### src/include/dsoc_regs.svh
// Register offsets, field positions, reset values and strap pin positions
`ifndef DSOC_REGS_SVH
`define DSOC_REGS_SVH

`define DSOC_ADDR_W 12
`define DSOC_OFS_CTRL 12'h000
`define DSOC_OFS_CFG_OVR 12'h004
`define DSOC_OFS_CFG_EFF 12'h008
`define DSOC_OFS_STATUS 12'h00c

`define DSOC_CTRL_RELEASE_B 0
`define DSOC_CTRL_RESTART_B 1

`define DSOC_STAT_LOCK_B 0
`define DSOC_STAT_BIST_OK_B 1
`define DSOC_STAT_POWERED_B 2
`define DSOC_STAT_HELD_B 3
`define DSOC_STAT_OVR_B 4

`define DSOC_CFG_W 21
`define DSOC_CFG_RESET 21'h0
`define DSOC_SYNC_STAGES 2

// Strap positions inside the red, green and blue pin groups
`define DSOC_STR_MODE1_B 6
`define DSOC_STR_MODE0_B 7
`define DSOC_STR_GAIN3_G 7
`define DSOC_STR_GAIN0_G 4
`define DSOC_STR_LOWBAND_B 4
`define DSOC_STR_MAP1_R 1
`define DSOC_STR_MAP0_R 0
`define DSOC_STR_DRATE_B 3
`define DSOC_STR_OSC2_G 2
`define DSOC_STR_OSC0_G 0
`define DSOC_STR_PRATE_B 5
`define DSOC_STR_SLEEP_B 2
`define DSOC_STR_POL_B 1
`define DSOC_STR_SSC3_R 6
`define DSOC_STR_SSC0_R 3

`endif

### src/include/dsoc_pkg.sv
// Types shared by the output and strap control block
package dsoc_pkg;

    typedef struct packed {
        logic [1:0] link_mode;
        logic [1:0] bit_map_choice;
        logic [3:0] rx_gain_boost_setting;
        logic [2:0] pattern_clock_choice;
        logic [3:0] spread_clock_gen;
        logic spread_low_band;
        logic data_edge_rate;
        logic pixclk_edge_rate;
        logic sleep_output_choice;
        logic strobe_polarity;
        logic hold_outputs_zero;
    } dsoc_cfg_type;

    typedef struct packed {
        logic [7:0] red;
        logic [7:0] green;
        logic [7:0] blue;
        logic line_sync;
        logic frame_sync;
        logic pixel_valid;
    } dsoc_pix_type;

    typedef enum logic [1:0] {
        DSOC_OFF,
        DSOC_RUN,
        DSOC_SLEEP
    } dsoc_state_type;

endpackage

### src/design/dsoc_strap_ctrl.sv
// Lock and self-test reporting, strap capture and parallel output gating
//
// Added by the designer: the placing of the registers and the APB interface to the registers.
`timescale 1ns/1ps
`include "dsoc_regs.svh"

module dsoc_strap_ctrl (
    input wire logic pclk,
    input wire logic presetn,
    input wire logic psel,
    input wire logic penable,
    input wire logic pwrite,
    input wire logic [`DSOC_ADDR_W-1:0] paddr,
    input wire logic [31:0] pwdata,
    output logic [31:0] prdata,
    output logic pready,
    output logic pslverr,
    input wire logic powerdown_n,
    input wire logic self_test_on,
    input wire logic rx_pll_locked,
    input wire logic payload_error,
    input wire logic rec_pixel_clock,
    input wire dsoc_pkg::dsoc_pix_type rec_pix,
    input wire logic [23:0] rgb_in,
    output logic [23:0] rgb_out,
    output logic rgb_oe,
    output logic line_sync,
    output logic frame_sync,
    output logic pixel_valid,
    output logic sync_oe,
    output logic pixel_clock_out,
    output logic pixel_clock_oe,
    output logic pll_acquired,
    input wire logic pass_in,
    output logic bist_ok_flag,
    output logic pass_oe,
    output dsoc_pkg::dsoc_cfg_type cfg_active,
    output logic control_filter_on,
    output logic spread_band_low
);

    ////////////////////////////////////////////////////////////////////////////
    // Input synchronisers

    localparam int NSYNC = 29;
    logic [NSYNC-1:0] sync1_ff;
    logic [NSYNC-1:0] sync2_ff;
    logic [NSYNC-1:0] async_in;
    dsoc_pkg::dsoc_pix_type pix1_ff;
    dsoc_pkg::dsoc_pix_type pix2_ff;

    // Straps, pass pin, controls and link clock share one two-stage chain
    assign async_in = {rgb_in, pass_in, powerdown_n, self_test_on, rx_pll_locked,
        rec_pixel_clock};

    always_ff @(posedge pclk or negedge presetn) begin
        if (!presetn) begin
            sync1_ff <= '0;
            sync2_ff <= '0;
            pix1_ff <= '0;
            pix2_ff <= '0;
        end else begin
            sync1_ff <= async_in;
            sync2_ff <= sync1_ff;
            pix1_ff <= rec_pix;
            pix2_ff <= pix1_ff;
        end
    end

    logic [23:0] strap_s;
    logic pass_s;
    logic pd_n_s;
    logic test_s;
    logic lock_s;
    logic lclk_s;
    assign strap_s = sync2_ff[28:5];
    assign pass_s = sync2_ff[4];
    assign pd_n_s = sync2_ff[3];
    assign test_s = sync2_ff[2];
    assign lock_s = sync2_ff[1];
    assign lclk_s = sync2_ff[0];

    logic [7:0] str_r;
    logic [7:0] str_g;
    logic [7:0] str_b;
    assign str_r = strap_s[23:16];
    assign str_g = strap_s[15:8];
    assign str_b = strap_s[7:0];

    ////////////////////////////////////////////////////////////////////////////
    // Power-up sequencing and strap capture

    dsoc_pkg::dsoc_state_type state_ff;
    dsoc_pkg::dsoc_state_type nxt_state;
    dsoc_pkg::dsoc_cfg_type strap_ff;
    dsoc_pkg::dsoc_cfg_type strap_now;

    always_comb begin
        strap_now = '0;
        strap_now.link_mode = {str_b[`DSOC_STR_MODE1_B], str_b[`DSOC_STR_MODE0_B]};
        strap_now.bit_map_choice = {str_r[`DSOC_STR_MAP1_R], str_r[`DSOC_STR_MAP0_R]};
        strap_now.rx_gain_boost_setting = str_g[`DSOC_STR_GAIN3_G:`DSOC_STR_GAIN0_G];
        strap_now.pattern_clock_choice = str_g[`DSOC_STR_OSC2_G:`DSOC_STR_OSC0_G];
        strap_now.spread_clock_gen = str_r[`DSOC_STR_SSC3_R:`DSOC_STR_SSC0_R];
        strap_now.spread_low_band = str_b[`DSOC_STR_LOWBAND_B];
        strap_now.data_edge_rate = str_b[`DSOC_STR_DRATE_B];
        strap_now.pixclk_edge_rate = str_b[`DSOC_STR_PRATE_B];
        strap_now.sleep_output_choice = str_b[`DSOC_STR_SLEEP_B];
        strap_now.strobe_polarity = str_b[`DSOC_STR_POL_B];
        strap_now.hold_outputs_zero = pass_s;
    end

    always_comb begin
        case (state_ff)
            dsoc_pkg::DSOC_OFF: nxt_state = pd_n_s ? dsoc_pkg::DSOC_RUN : dsoc_pkg::DSOC_OFF;
            dsoc_pkg::DSOC_RUN: nxt_state = pd_n_s ? dsoc_pkg::DSOC_RUN : dsoc_pkg::DSOC_SLEEP;
            dsoc_pkg::DSOC_SLEEP: nxt_state = pd_n_s ? dsoc_pkg::DSOC_RUN : dsoc_pkg::DSOC_SLEEP;
            default: nxt_state = dsoc_pkg::DSOC_OFF;
        endcase
    end

    // Straps are taken once, while every shared pin is still released
    wire capture = (state_ff == dsoc_pkg::DSOC_OFF) && pd_n_s;

    always_ff @(posedge pclk or negedge presetn) begin
        if (!presetn) begin
            state_ff <= dsoc_pkg::DSOC_OFF;
            strap_ff <= `DSOC_CFG_RESET;
        end else begin
            state_ff <= nxt_state;
            if (capture) begin
                strap_ff <= strap_now;
            end
        end
    end

    wire powered = (state_ff != dsoc_pkg::DSOC_OFF);
    wire running = (state_ff == dsoc_pkg::DSOC_RUN) && pd_n_s;

    ////////////////////////////////////////////////////////////////////////////
    // Register bus

    wire setup = psel && !penable;
    wire access = psel && penable;
    wire hit_ctrl = (paddr == `DSOC_OFS_CTRL);
    wire hit_ovr = (paddr == `DSOC_OFS_CFG_OVR);
    wire hit_eff = (paddr == `DSOC_OFS_CFG_EFF);
    wire hit_stat = (paddr == `DSOC_OFS_STATUS);
    wire hit_any = hit_ctrl || hit_ovr || hit_eff || hit_stat;
    wire wr_ctrl = access && pwrite && hit_ctrl;
    wire wr_ovr = access && pwrite && hit_ovr;
    wire restart_wr = wr_ctrl && pwdata[`DSOC_CTRL_RESTART_B];

    logic release_ff;
    logic ovr_valid_ff;
    dsoc_pkg::dsoc_cfg_type ovr_ff;
    logic [31:0] prdata_ff;

    // Control registers clear while powered down
    always_ff @(posedge pclk or negedge presetn) begin
        if (!presetn) begin
            release_ff <= 1'b0;
            ovr_valid_ff <= 1'b0;
            ovr_ff <= `DSOC_CFG_RESET;
        end else if (!pd_n_s) begin
            release_ff <= 1'b0;
            ovr_valid_ff <= 1'b0;
            ovr_ff <= `DSOC_CFG_RESET;
        end else begin
            if (wr_ctrl) begin
                release_ff <= pwdata[`DSOC_CTRL_RELEASE_B];
            end
            if (wr_ovr) begin
                ovr_ff <= pwdata[`DSOC_CFG_W-1:0];
                ovr_valid_ff <= 1'b1;
            end
        end
    end

    dsoc_pkg::dsoc_cfg_type cfg;
    assign cfg = ovr_valid_ff ? ovr_ff : strap_ff;
    assign cfg_active = cfg;
    assign control_filter_on = (cfg.link_mode == 2'h1);
    assign spread_band_low = (cfg.spread_clock_gen != 4'h0) && cfg.spread_low_band;

    wire held = cfg.hold_outputs_zero && !release_ff;
    logic bist_ok_ff;
    logic [31:0] status_word;
    assign status_word = {27'h0, ovr_valid_ff, held, powered, pll_acquired, bist_ok_ff};

    logic [31:0] rd_mux;
    assign rd_mux = hit_ctrl ? {31'h0, release_ff} :
        hit_ovr ? {11'h0, ovr_ff} :
        hit_eff ? {11'h0, cfg} :
        hit_stat ? status_word : 32'h0;

    // Read data is taken in the setup phase so it leaves a flip-flop
    always_ff @(posedge pclk or negedge presetn) begin
        if (!presetn) begin
            prdata_ff <= 32'h0;
        end else if (setup) begin
            prdata_ff <= pwrite ? 32'h0 : rd_mux;
        end
    end

    assign prdata = prdata_ff;
    assign pready = 1'b1;
    assign pslverr = access && !hit_any;

    ////////////////////////////////////////////////////////////////////////////
    // Self-test result

    logic test_d_ff;
    wire test_rise = test_s && !test_d_ff;

    // An error in the restart cycle still counts
    always_ff @(posedge pclk or negedge presetn) begin
        if (!presetn) begin
            test_d_ff <= 1'b0;
            bist_ok_ff <= 1'b1;
        end else begin
            test_d_ff <= test_s;
            if (test_s && payload_error) begin
                bist_ok_ff <= 1'b0;
            end else if (test_rise || restart_wr) begin
                bist_ok_ff <= 1'b1;
            end
        end
    end

    ////////////////////////////////////////////////////////////////////////////
    // Parallel output gating

    logic lclk_d_ff;
    logic lock_out_ff;
    dsoc_pkg::dsoc_pix_type pix_ff;
    logic pclk_out_ff;

    // Data changes on the edge opposite the strobe edge
    wire launch = cfg.strobe_polarity ? (!lclk_s && lclk_d_ff) : (lclk_s && !lclk_d_ff);
    wire active = running && lock_s && !held;
    wire drive_sleep = powered && cfg.sleep_output_choice;

    always_ff @(posedge pclk or negedge presetn) begin
        if (!presetn) begin
            lclk_d_ff <= 1'b0;
            lock_out_ff <= 1'b0;
            pix_ff <= '0;
            pclk_out_ff <= 1'b0;
        end else begin
            lclk_d_ff <= lclk_s;
            lock_out_ff <= running && lock_s;
            pclk_out_ff <= active && lclk_s;
            if (!active) begin
                pix_ff <= '0;
            end else if (launch) begin
                pix_ff <= pix2_ff;
            end
        end
    end

    // Running and locked outputs drive, low while held; otherwise unlocked or asleep follows the sleep choice
    // Enables follow the registered lock so the pins never run ahead of pll_acquired
    // Held and unlocked still obeys the sleep choice; the hold strap forces no drive
    wire oe_all = !powered ? 1'b0 :
        (running && lock_out_ff) ? 1'b1 :
        drive_sleep;

    assign rgb_out = {pix_ff.red, pix_ff.green, pix_ff.blue};
    assign line_sync = pix_ff.line_sync;
    assign frame_sync = pix_ff.frame_sync;
    assign pixel_valid = pix_ff.pixel_valid;
    assign pixel_clock_out = pclk_out_ff;
    assign rgb_oe = oe_all;
    assign sync_oe = oe_all;
    assign pixel_clock_oe = oe_all;
    assign pll_acquired = lock_out_ff;
    assign bist_ok_flag = bist_ok_ff && !(running && held);
    assign pass_oe = powered && (running || cfg.sleep_output_choice);

endmodule // dsoc_strap_ctrl

### config.mk
export PLATFORM = sky130hd
export DESIGN_NAME = dsoc_strap_ctrl
export DESIGN_NICKNAME = d
export VERILOG_FILES = /design/src/include/dsoc_pkg.sv /design/src/design/dsoc_strap_ctrl.sv
export VERILOG_INCLUDE_DIRS = /design/src /design/src/include
export SDC_FILE = /design/constraint.sdc
export NUM_CORES = 1
export LEC_CHECK = 0
export ABC_AREA = 1
export BUFFER_PORTS_ARGS = -buffer_cell sky130_fd_sc_hd__buf_2
export CORE_MARGIN = 2
export CORE_UTILIZATION = 41
export DETAILED_ROUTE_END_ITERATION = 10
export SYNTH_ARGS = -nofsm -noshare
export SYNTH_HDL_FRONTEND = slang
export SYNTH_SLANG_ARGS = --single-unit
### constraint.sdc
create_clock -name pclk -period 2.1 [get_ports pclk]
set_input_delay 0.315 -clock pclk [delete_from_list [all_inputs] [get_ports pclk]]
set_output_delay 0.315 -clock pclk [all_outputs]
set_load 0.02 [all_outputs]
Yosys cells after proc, flatten, opt, wreduce, memory -nomap -nowiden
Cells that the tools add are included.
Word-level totals
  ROM bits: 0
  input port bits: 106
  output and inout bits: 91
  memories kept: 0
  word-level logic and storage cells: 124
  latch bits: 0
  bits in writable memories: 0
  bits in registers: 220
Cells by class
  reduce and logical (&&, ||, !) cells: 42
  div/mod/pow operators: 0
  bitwise gates (word level): 0
  order comparisons: 0
  add/subtract/negate cells: 0
  multiply operators: 0
  muxes and demuxes: 22
  eq/ne operators: 9
  shift-type cells: 0
Operator list (number)
  $mux W21: 7
  $mux W27: 2
  $eq A12 B4 Y1 const B: 2
  $logic_and A1 B1 Y1: 23
  $eq A12 B3 Y1 const B: 1
  $logic_not A12 Y1: 1
  $mux W1: 10
  $logic_not A1 Y1: 8
  $logic_or A1 B1 Y1: 5
  $mux W5: 1
  $eq A2 B1 Y1 const B: 2
  $ne A2 B1 Y1 const B: 2
  $pmux W2 S2: 1
  $reduce_bool A2 Y1: 2
  $reduce_bool A4 Y1: 1
  $eq A2 B2 Y1 const B: 1
  $logic_not A2 Y1: 1
  $mux W2: 1
  $ne A2 B2 Y1 const B: 1
  $reduce_or A2 Y1: 1

Logic depth before layout (Yosys ltp)
Gate-level depths: netlist of the first run.
  word-level depth: 7
  gate-level depth with buffers: 11
  mapped depth without buffers: 9

Least setup slack after synthesis of the first run
No wires, ideal clock.
  path type: reg2out
  start point: register ovr_valid_ff
  end point: output rgb_oe
  data required time: 1785 ps
  buffers on the path: 2
  stages on the path, launching flop included: 8
  setup slack: 44 ps
  arrival time: 1741 ps
  cells stage by stage: dfrtp_1 > inv_2 > clkbuf_1 > nand2_1 > nand2_1 > o21ai_0 > nor2_1 > buf_4
RTL lines
  from (decl): line dsoc_strap_ctrl.sv:155  | logic ovr_valid_ff;
  from (signal assigned): line dsoc_strap_ctrl.sv:163  | ovr_valid_ff <= 1'b0;
  from (signal assigned): line dsoc_strap_ctrl.sv:167  | ovr_valid_ff <= 1'b0;
  from (signal assigned): line dsoc_strap_ctrl.sv:175  | ovr_valid_ff <= 1'b1;
  to (decl): line dsoc_strap_ctrl.sv:26  | output logic rgb_oe,

Final worst setup path of the first run
  start point: register ovr_valid_ff
  end point: output spread_band_low
Between the ends
  cells in the longest elaborated chain, start to end: 3
Ends and longest elaborated chain
  $mux W21 (*): line dsoc_strap_ctrl.sv:181  | assign cfg = ovr_valid_ff ? ovr_ff : strap_ff;
  $reduce_bool A4 Y1: line dsoc_strap_ctrl.sv:184  | assign spread_band_low = (cfg.spread_clock_gen != 4'h0) && cfg.spread_low_band;
  $logic_and A1 B1 Y1 (*): line dsoc_strap_ctrl.sv:184
  to (decl): line dsoc_strap_ctrl.sv:39  | output logic spread_band_low
Mark *: on every way between the ends. The rest lies on a longest branch, timed or not.

==> results.txt, run 1 <==
Outcome: complete, but fails checks
Failing checks: setup timing
Hold WC Path Type: primary input to flip-flop
LEAKAGE: 5.35 nW
Total CTS buffers: 22
Maximum vdd drop: 689 uV
Seq/Total Area, Yosys: 68.3%
Top-area cell type share of the netlist area: 68.0%
Post-Place Worst Slack: 0.299 ns
CP max FO: 6
Cell taking the most area after synthesis: dfrtp_1
CP Class: flip-flop to output port
FP Rows: 49
Starting density of the core: 41.5%
Crit end category: output port
Die area: 19200 sq um
Detail Route Antenna Nets: 0
Area delta synth->final: 35.8%
Post-DP HPWL: 10800 um
Grt ovf: 0
Top_reg_cell synth: dfrtp_1
I/O pins: 197
H-tree depth: 1
Slowest-stage cell, CP: dfrtp_2
Arrival time at the worst endpoint: 1.81 ns
Worst skew pair latency: 0.49 ns
Initial antenna violation count: 2
Power per Cell Area: 1060 nW/um^2
Minimum clock period: 2.13 ns
Placeable core area: 17900 sq um
Cell Chain, Critical Path: clkinv_4 -> buf_4 -> o21ai_1 -> nor4_4 -> nor2_1 -> buf_4
Final WS setup: -0.0251 ns
CTS Buffer Depth: 3
Layout cells sized above 1: 30.5%
Post-layout net count: 1048
Unrepaired setup endpoints after global routing: true
CTS tree: built
Die X: 139 um
Worst slew pin tran: 0.607 ns
Post-route setup TNS: -0.0376 ns
Fin. Hold Viols: 0
Endpoints failing setup: 2
Placed cells: 1084
Fmax: 0.471 GHz
DRC viols: 0
Avg Cell Area, Syn: 10.6 sq um
Final Power: 10.7 mW
Final period utilization: 101%
Synthesized flop and latch total: 203
Vias post-DR: 5386
Die height: 139 um
Synth cell types: 29
CP Data Required Time: 1.78 ns
Detailed-router iteration count before antenna repair: 4
Worst-path clk slew: 0.06 ns
Vias in the first global route: 5245
PortBufs: 169
Top post-synthesis cells by area: dfrtp_1 (68%), nand2_1 (11%), nand3_1 (6.1%)
Gr usage total: 16.7%
Initial drt markers: 192
First-pass GRT wire length: 26600 um
Slew HR: 59.4%
Routed wire length per instance: 13.5 um
CP dominant cell by count: buf_4
Startpoint types: flip-flop
Root buffer cell: clkbuf_16
Yosys warns: 0
Largest net degree at the start of global routing: 65
Placer Congestion: 0.806
Max-Cap Viols: 0
Fill count: 1534
Routed wire length: 16000 um
FFs w/ async S/R, synth: 100%
Post-Syn Area: 7440 sq um
Post-synth EDFFs: 0
Vias per cell: 4.54
Post-Layout Cell Count: 1186
Final slew viol count: 0
Clock sink total: 203
Post-Syn Instances: 700
Clk_skew: 0.00734 ns
CP peak stage delay: 0.42 ns
==> flip-flops by register name (all words and copies together), names as in the netlist, 2 cells and up <==
register / count
strap_ff: 21
sync2_ff: 25
prdata: 21
sync1_ff: 25
rgb_out: 24
pix2_ff: 27
state_ff: 2
pix1_ff: 27
ovr_ff: 21
==> cell usage after synthesis, types with 2 or more instances <==
cell      number
ha_1           3
o21a_1         2
clkbuf_1      10
nand3_1       90
nand2_2        3
nand2_1      227
nor3_1         5
mux2_2        21
nor2_4         2
buf_4         17
conb_1         2
dfrtp_1      202
buf_1          4
nor2_1        27
buf_6          4
inv_1         40
inv_2          3
a21oi_1        3
buf_2         10
o21ai_0       16
==> placed cells by master (no fill, tap or decap), types with 4 or more instances in the layout <==
cell type      instances
bufinv_16              4
clkbuf_16             23
buf_4                 28
nand2_2                6
buf_2                159
nand3_1               90
clkbuf_8               5
nor2_1                24
buf_12                 5
clkinvlp_4             4
nand2_1              221
conb_1                12
mux2_2                21
dfrtp_1              201
inv_1                 39
dlygate4sd3_1         54
o21ai_2               11
clkinv_2               4
nor3_1                 4
==> critical path, delay by kind of cell, from the launching register on <==
kind	cells	cell delay [ns]
AOI/OAI and AO/OA	1	0.30
buffers and inverters	3	0.39
DFF	1	0.42
and+or+nand+nor	2	0.19
==> cells by family after synthesis <==
kind of cell	after synthesis	share of synthesized area, %
mux	21	3.18
other cells	2	0.101
fa+ha+maj	3	0.505
simple gates	358	20.1
buf+inv	88	5.87
compound gates	25	1.90
flops	203	68.3
==> final timing paths <==
check	from	endpoint	slack, ns	depth (start not counted)
worst max-delay path	ovr_valid_ff	spread_band_low	-0.03	6
worst min-delay path	pwdata[11]	ovr_ff[11]	0.05	3
worst max register to register	ovr_valid_ff	rgb_out[17]	0.17	9
worst min register to register	sync1_ff[9]	sync2_ff[9]	0.34	0
max in group asynchronous	presetn	strap_ff[10]	1.06	3
min in group asynchronous	presetn	sync2_ff[2]	0.37	2
==> layout make-up <==
class / instances / area, sq um / area share, %
timing repair inverter: 1 / 7.51 / 0.0743
clock buffer: 29 / 638 / 6.32
clock inverter: 11 / 163 / 1.61
antenna: 2 / 5.00 / 0.0496
inverter: 43 / 166 / 1.65
sequential: 203 / 5080 / 50.3
multi-input combinational: 419 / 2070 / 20.5
timing repair buffer: 249 / 1680 / 16.7
tap: 229 / 287 / 2.84
==> report_power, final <==
part	internal, mW	leakage [nW]	switching, mW	total [mW]
Clock	2.63	0.387	1.50	4.14
Sequential	4.27	2.53	0.192	4.46
Combinational	0.890	2.43	1.26	2.15
Total	7.79	5.35	2.95	10.7
==> layer usage <==
metal | GRT usage (%) | vias to the layer above | share of wire, %
met5 | 0 | - | 0
met2 | 26.0 | 196 | 45
met4 | 4.63 | 0 | 1.7
met3 | 4.14 | 20 | 8.3
li1 | - | 2675 | -
met1 | 23.7 | 2495 | 45
==> timing repair <==
item,in CTS,in global routing
setup buffers,1,4
hold buffers,54,0
hold endpoints to repair,111,0
resized for setup,10,47
endpoints found under the setup margin,10,18
pin swaps,1,9
gates cloned,1,0
==> per-stage QoR <==
step / instance area (sq um) / hold WS [ns] / utilization, %
detailed placement: 8570 / 0.335 / 47.8
CTS: 9940 / 0.0259 / 55.5
floorplan: 7470 / 0.0194 / -
finish: 10100 / 0.0500 / 56.4
global route: 10100 / 0.0480 / 56.4
global placement: 8570 / 0.332 / 47.8
(Power assumes the default switching activity.)
==> inputs of run 2 (changes only) <==
--- a/config.mk
+++ b/config.mk
@@ -8,6 +8,7 @@
 export LEC_CHECK = 0
 export ABC_AREA = 1
 export BUFFER_PORTS_ARGS = -buffer_cell sky130_fd_sc_hd__buf_2
+export CORE_ASPECT_RATIO = 0.7
 export CORE_MARGIN = 2
 export CORE_UTILIZATION = 41
 export DETAILED_ROUTE_END_ITERATION = 10
==> run 2 against run 1 <==
Compared with the run above: the run now ends clean; cell count up 0.25%; sequential power hardly changed; core utilization down 0.87 points; final area shrank 1.5%; critical endpoint unchanged; clock power fell by 5%; global-route usage rose by 1.0 points; flip-flop and latch count stayed put; via count shrank 0.45%; power shrank 1.7%; fmax increased by 2.9%; setup slack improved by 0.061 ns.
==> results.txt, run 2 (synthesized netlist as in run 1, its figures left out) <==
Outcome: complete, no violations
Clk_skew: 0.00697 ns
Vias per cell: 4.51
Gr busiest metal: met1
CTS tree: built
Met1 Use GR: 28.6%
Unrepaired setup endpoints after global routing: true
Met2 Use GR: 24.7%
Hold WC Path Type: primary input to flip-flop
Endpoints failing setup: 0
First-pass GRT wire length: 26600 um
Starting density of the core: 41.5%
Cell Chain, Critical Path: buf_6 -> nand2_2 -> nand2_2 -> nor4_2 -> nor2_1 -> buf_4
I/O pins: 197
Worst-path clk slew: 0.06 ns
CP Class: flip-flop to output port
LEAKAGE: 5.31 nW
Placeable core area: 17900 sq um
Grt ovf: 0
Minimum clock period: 2.06 ns
Post-DP HPWL: 11700 um
Final period utilization: 98.3%
Final slew viol count: 0
Worst skew pair latency: 0.49 ns
Die X: 165 um
Vias post-DR: 5362
Detailed-router iteration count before antenna repair: 4
Routed wire length: 17100 um
CP Data Required Time: 1.78 ns
Die area: 19300 sq um
Layout cells sized above 1: 28.8%
CTS Buffer Depth: 3
CP dominant cell by count: nand2_2
Startpoint types: flip-flop
Max-Cap Viols: 0
Die height: 117 um
Arrival time at the worst endpoint: 1.75 ns
Crit end category: output port
CP max FO: 7
Gr usage total: 17.7%
H-tree depth: 1
Biggest regs: pix1_ff x27, pix2_ff x27
Post-Layout Cell Count: 1189
Initial drt markers: 439
Total CTS buffers: 21
Post-layout net count: 1048
Area of placed instances: 8540 sq um
Vias in the first global route: 5013
Placed cells: 1090
ANT cells: 0
Clock sink total: 203
Maximum vdd drop: 813 uV
Area delta synth->final: 33.7%
Fin. Hold Viols: 0
Commonest cells after routing, fill and taps aside: nand2_1 (223), dfrtp_1 (201), buf_2 (163)
Detail Route Antenna Nets: 0
Largest net degree at the start of global routing: 57
Routed wire length per instance: 14.4 um
Final Power: 10.6 mW
Placer Congestion: 0.844
Met3 GRT Util: 3.48%
CP peak stage delay: 0.47 ns
Root buffer cell: clkbuf_16
FP Rows: 41
Slowest-stage cell, CP: dfrtp_2
Initial antenna violation count: 1
DRC viols: 0
PortBufs: 169
Final instance area: 9940 sq um
Power per Cell Area: 1060 nW/um^2
Fmax: 0.484 GHz
Commonest non-fill, non-tap cell in the layout: nand2_1
-- run 2: cell types whose count changed in the layout (fill, tap and decap cells not counted), sizes merged --
cell and change:
clkbuf -1, clkinv -2, clkinvlp -3, diode -2
inv +3, nor2 +1
-- run 2: layout make-up --
cell class	count	area, sq um
fill	1559	7960
sequential	203	5080
multi-input combinational	420	2000
timing repair buffer	249	1640
clock buffer	28	592
tap	236	295
inverter	43	169
clock inverter	9	151
timing repair inverter	1	6.26
-- run 2: critical path: cells and delay by family, from the launching register on --
| kind | cells | cell delay (ns) |
|---|---|---|
| simple gates | 4 | 0.46 |
| flops | 1 | 0.47 |
| buf+inv | 2 | 0.33 |
-- run 2: final timing paths --
kind / startpoint / depth (start not counted) / slack (ns) / to
worst max-delay path: ovr_valid_ff / 6 / 0.04 / spread_band_low
worst min-delay path: pwdata[17] / 3 / 0.05 / ovr_ff[17]
worst max register to register: ovr_valid_ff / 7 / 0.19 / rgb_out[14]
worst min register to register: pix1_ff[26] / 0 / 0.35 / pix2_ff[26]
max in group asynchronous: presetn / 3 / 1.13 / prdata[15]
min in group asynchronous: presetn / 2 / 0.34 / sync1_ff[10]
-- run 2: layer usage --
metal / share of wire [%] / wire [um]
met1: 52 / 8830
met2: 41 / 7050
met3: 5.6 / 963
met4: 1.4 / 233
met5: 0.064 / 11
-- run 2: metrics by stage --
stage,utilization [%],TNS [ns],hold WS [ns],worst slack (ns)
3_3_place_gp,47.7,0,0.300,0.230
3_5_place_dp,47.7,0,0.297,0.170
4_1_cts,55.0,0,0.0358,0.00479
6_report,55.5,0,0.0537,0.0354
2_1_floorplan,-,0,0.0194,0.0439
5_1_grt,55.5,-0.175,0.0532,-0.0787
-- run 2: where the power goes --
part           internal (mW)  switching (mW)  leakage (nW)  total [mW]
Sequential              4.27           0.219          2.53        4.49
Clock                   2.47            1.48         0.364        3.95
Combinational          0.851            1.27          2.41        2.12
Total                   7.59            2.97          5.31        10.6
-- run 2: timing repair --
item | 4_1_cts | 5_1_grt
resized for setup | 9 | 24
hold buffers | 54 | 0
setup endpoints to repair | 14 | 28
buffers inserted | 1 | 5
hold endpoints to repair | 95 | 0
cloned | 0 | 2
pin swaps | 1 | 5
==> inputs of run 3 (changes only) <==
==> constraint.sdc (replaced) <==
create_clock -name pclk -period 2.1 [get_ports pclk]
set_input_delay 0.63 -clock pclk [delete_from_list [all_inputs] [get_ports pclk]]
set_output_delay 0.63 -clock pclk [all_outputs]
set_load 0.02 [all_outputs]
==> run 3 against run 2 <==
Compared with the run above: the run now ends with setup timing left; via count up 2.3%; fmax is 12% lower; register-to-register slack worse by 0.19 ns; sequential share of layout area shrank 0.17 points; routed wire length increased by 3.0%; power is 2.5% higher; clock power fell by 4%; sequential power about the same; die area did not move; non-clock buffer count shrank 31; core utilization up 0.19 points; critical path type unchanged; largest power group unchanged.
==> results.txt, run 3 (synthesized netlist as in run 1, its figures left out) <==
Outcome: complete, but fails checks
Failing checks: setup timing
Vias in the first global route: 4958
Placeable core area: 17900 sq um
Slowest-stage cell, CP: dfrtp_2
First-pass GRT wire length: 26700 um
Worst-path clk slew: 0.06 ns
Detailed-router iteration count before antenna repair: 4
CP max FO: 5
Post-route setup TNS: -4.44 ns
Max-Cap Viols: 0
CTS tree: built
PortBufs: 169
Clk_skew: 0.00734 ns
Fin. Hold Viols: 0
Root buffer cell: clkbuf_16
Vias per cell: 4.73
Routed wire length: 17600 um
Die area: 19300 sq um
Cell Chain, Critical Path: buf_4 -> buf_12 -> clkinvlp_4 -> o21ai_4 -> buf_6
DRC viols: 0
Commonest non-fill, non-tap cell in the layout: dfrtp_1
CP Class: flip-flop to output port
Die X: 165 um
Initial antenna violation count: 2
Final slew viol count: 0
Startpoint types: flip-flop
Routed wire length per instance: 15.2 um
Post-layout net count: 1017
CTS Buffer Depth: 3
Final WS setup: -0.253 ns
Total CTS buffers: 21
Area delta synth->final: 34.2%
Biggest regs: pix1_ff x27, pix2_ff x27
Die height: 117 um
Worst Path Buf+Inv: 4
LEAKAGE: 5.30 nW
Crit end category: output port
Final period utilization: 112%
Post-CTS Hold Buffers: 0
Starting density of the core: 41.5%
Minimum clock period: 2.35 ns
Commonest cells after routing, fill and taps aside: dfrtp_1 (201), nand2_1 (185), buf_2 (143)
CP Data Required Time: 1.47 ns
Post-DP HPWL: 11600 um
Detail Route Antenna Nets: 0
Fmax: 0.425 GHz
Unrepaired setup endpoints after global routing: true
Maximum vdd drop: 616 uV
Area of placed instances: 8630 sq um
CP peak stage delay: 0.42 ns
Gr usage total: 17.9%
Vias post-DR: 5484
Final instance area: 9980 sq um
H-tree depth: 1
CP top delay family: buffers and inverters
Initial drt markers: 413
FP Rows: 41
Worst skew pair latency: 0.49 ns
Placer Congestion: 0.816
Layout cells sized above 1: 38.3%
Power per Cell Area: 1080 nW/um^2
I/O pins: 197
Hold WC Path Type: primary input to asynchronous set/reset pin
Endpoints failing setup: 28
Clock sink total: 203
Grt ovf: 0
Arrival time at the worst endpoint: 1.72 ns
Largest net degree at the start of global routing: 56
-- run 3: cell types whose count changed in the layout (fill, tap and decap cells not counted), sizes merged --
cell         previous run  this run
buf                   194       215
bufinv                  4         3
clkbuf                 29        32
clkinvlp                1         2
diode                   0         1
dlygate4sd3            54         0
nor2                   30        29
-- run 3: path summary, 6_finish.rpt --
path / start / to / depth (start not counted) / slack [ns]
hold / removal: presetn / sync1_ff[10] / 1 / 0.07
max in group asynchronous: presetn / pix2_ff[5] / 2 / 1.37
setup reg to reg: ovr_valid_ff / rgb_out[8] / 14 / 0
min in group pclk: rgb_in[14] / sync1_ff[19] / 1 / 0.25
setup / recovery: ovr_valid_ff / cfg_active[12] / 5 / -0.25
hold reg to reg: sync1_ff[0] / sync2_ff[0] / 0 / 0.34
-- run 3: report_power, final --
part | internal [mW] | total [mW] | leakage [nW] | switching, mW
combinational | 1.11 | 2.51 | 2.41 | 1.40
sequential | 4.27 | 4.50 | 2.53 | 0.235
clock | 2.36 | 3.81 | 0.355 | 1.45
-- run 3: metal layers --
layer  GRT usage [%]  part of all wire, %  vias up
li1                -                    -     2606
met1            28.5                   49     2649
met2            24.6                   41      195
met3            4.30                  7.4       32
met4            4.17                  2.1        2
met5               0                0.040        -
-- run 3: metrics by stage --
| stage | power [mW] | util (%) | std cells | worst slack, ns | hold WS (ns) |
|---|---|---|---|---|---|
| after floorplan | 5.67 | - | 710 | -0.0105 | 0.331 |
| after global placement | 6.45 | 48.2 | 1096 | -0.116 | 0.331 |
| after detailed placement | 6.49 | 48.2 | 1096 | -0.114 | 0.335 |
| after CTS | 10.7 | 53.9 | 1145 | -0.272 | 0.0803 |
| after global routing | 11.3 | 55.7 | 1158 | -0.325 | 0.0895 |
| final | 10.8 | 55.7 | 1159 | -0.253 | 0.0727 |
-- run 3: final cells by class --
type                       instances  area (sq um)
clock inverter                     8           123
fill                            1567          7930
tap                              236           295
clock buffer                      29           596
timing repair buffer             218          1470
inverter                          43           174
antenna                            1          2.50
multi-input combinational        419          2220
timing repair inverter             2          15.0
sequential                       203          5080
-- run 3: timing repair --
action	CTS	global route
gates cloned	3	3
buffers inserted	9	10
pin swaps	15	22
resized for setup	78	59
endpoints found under the setup margin	29	56
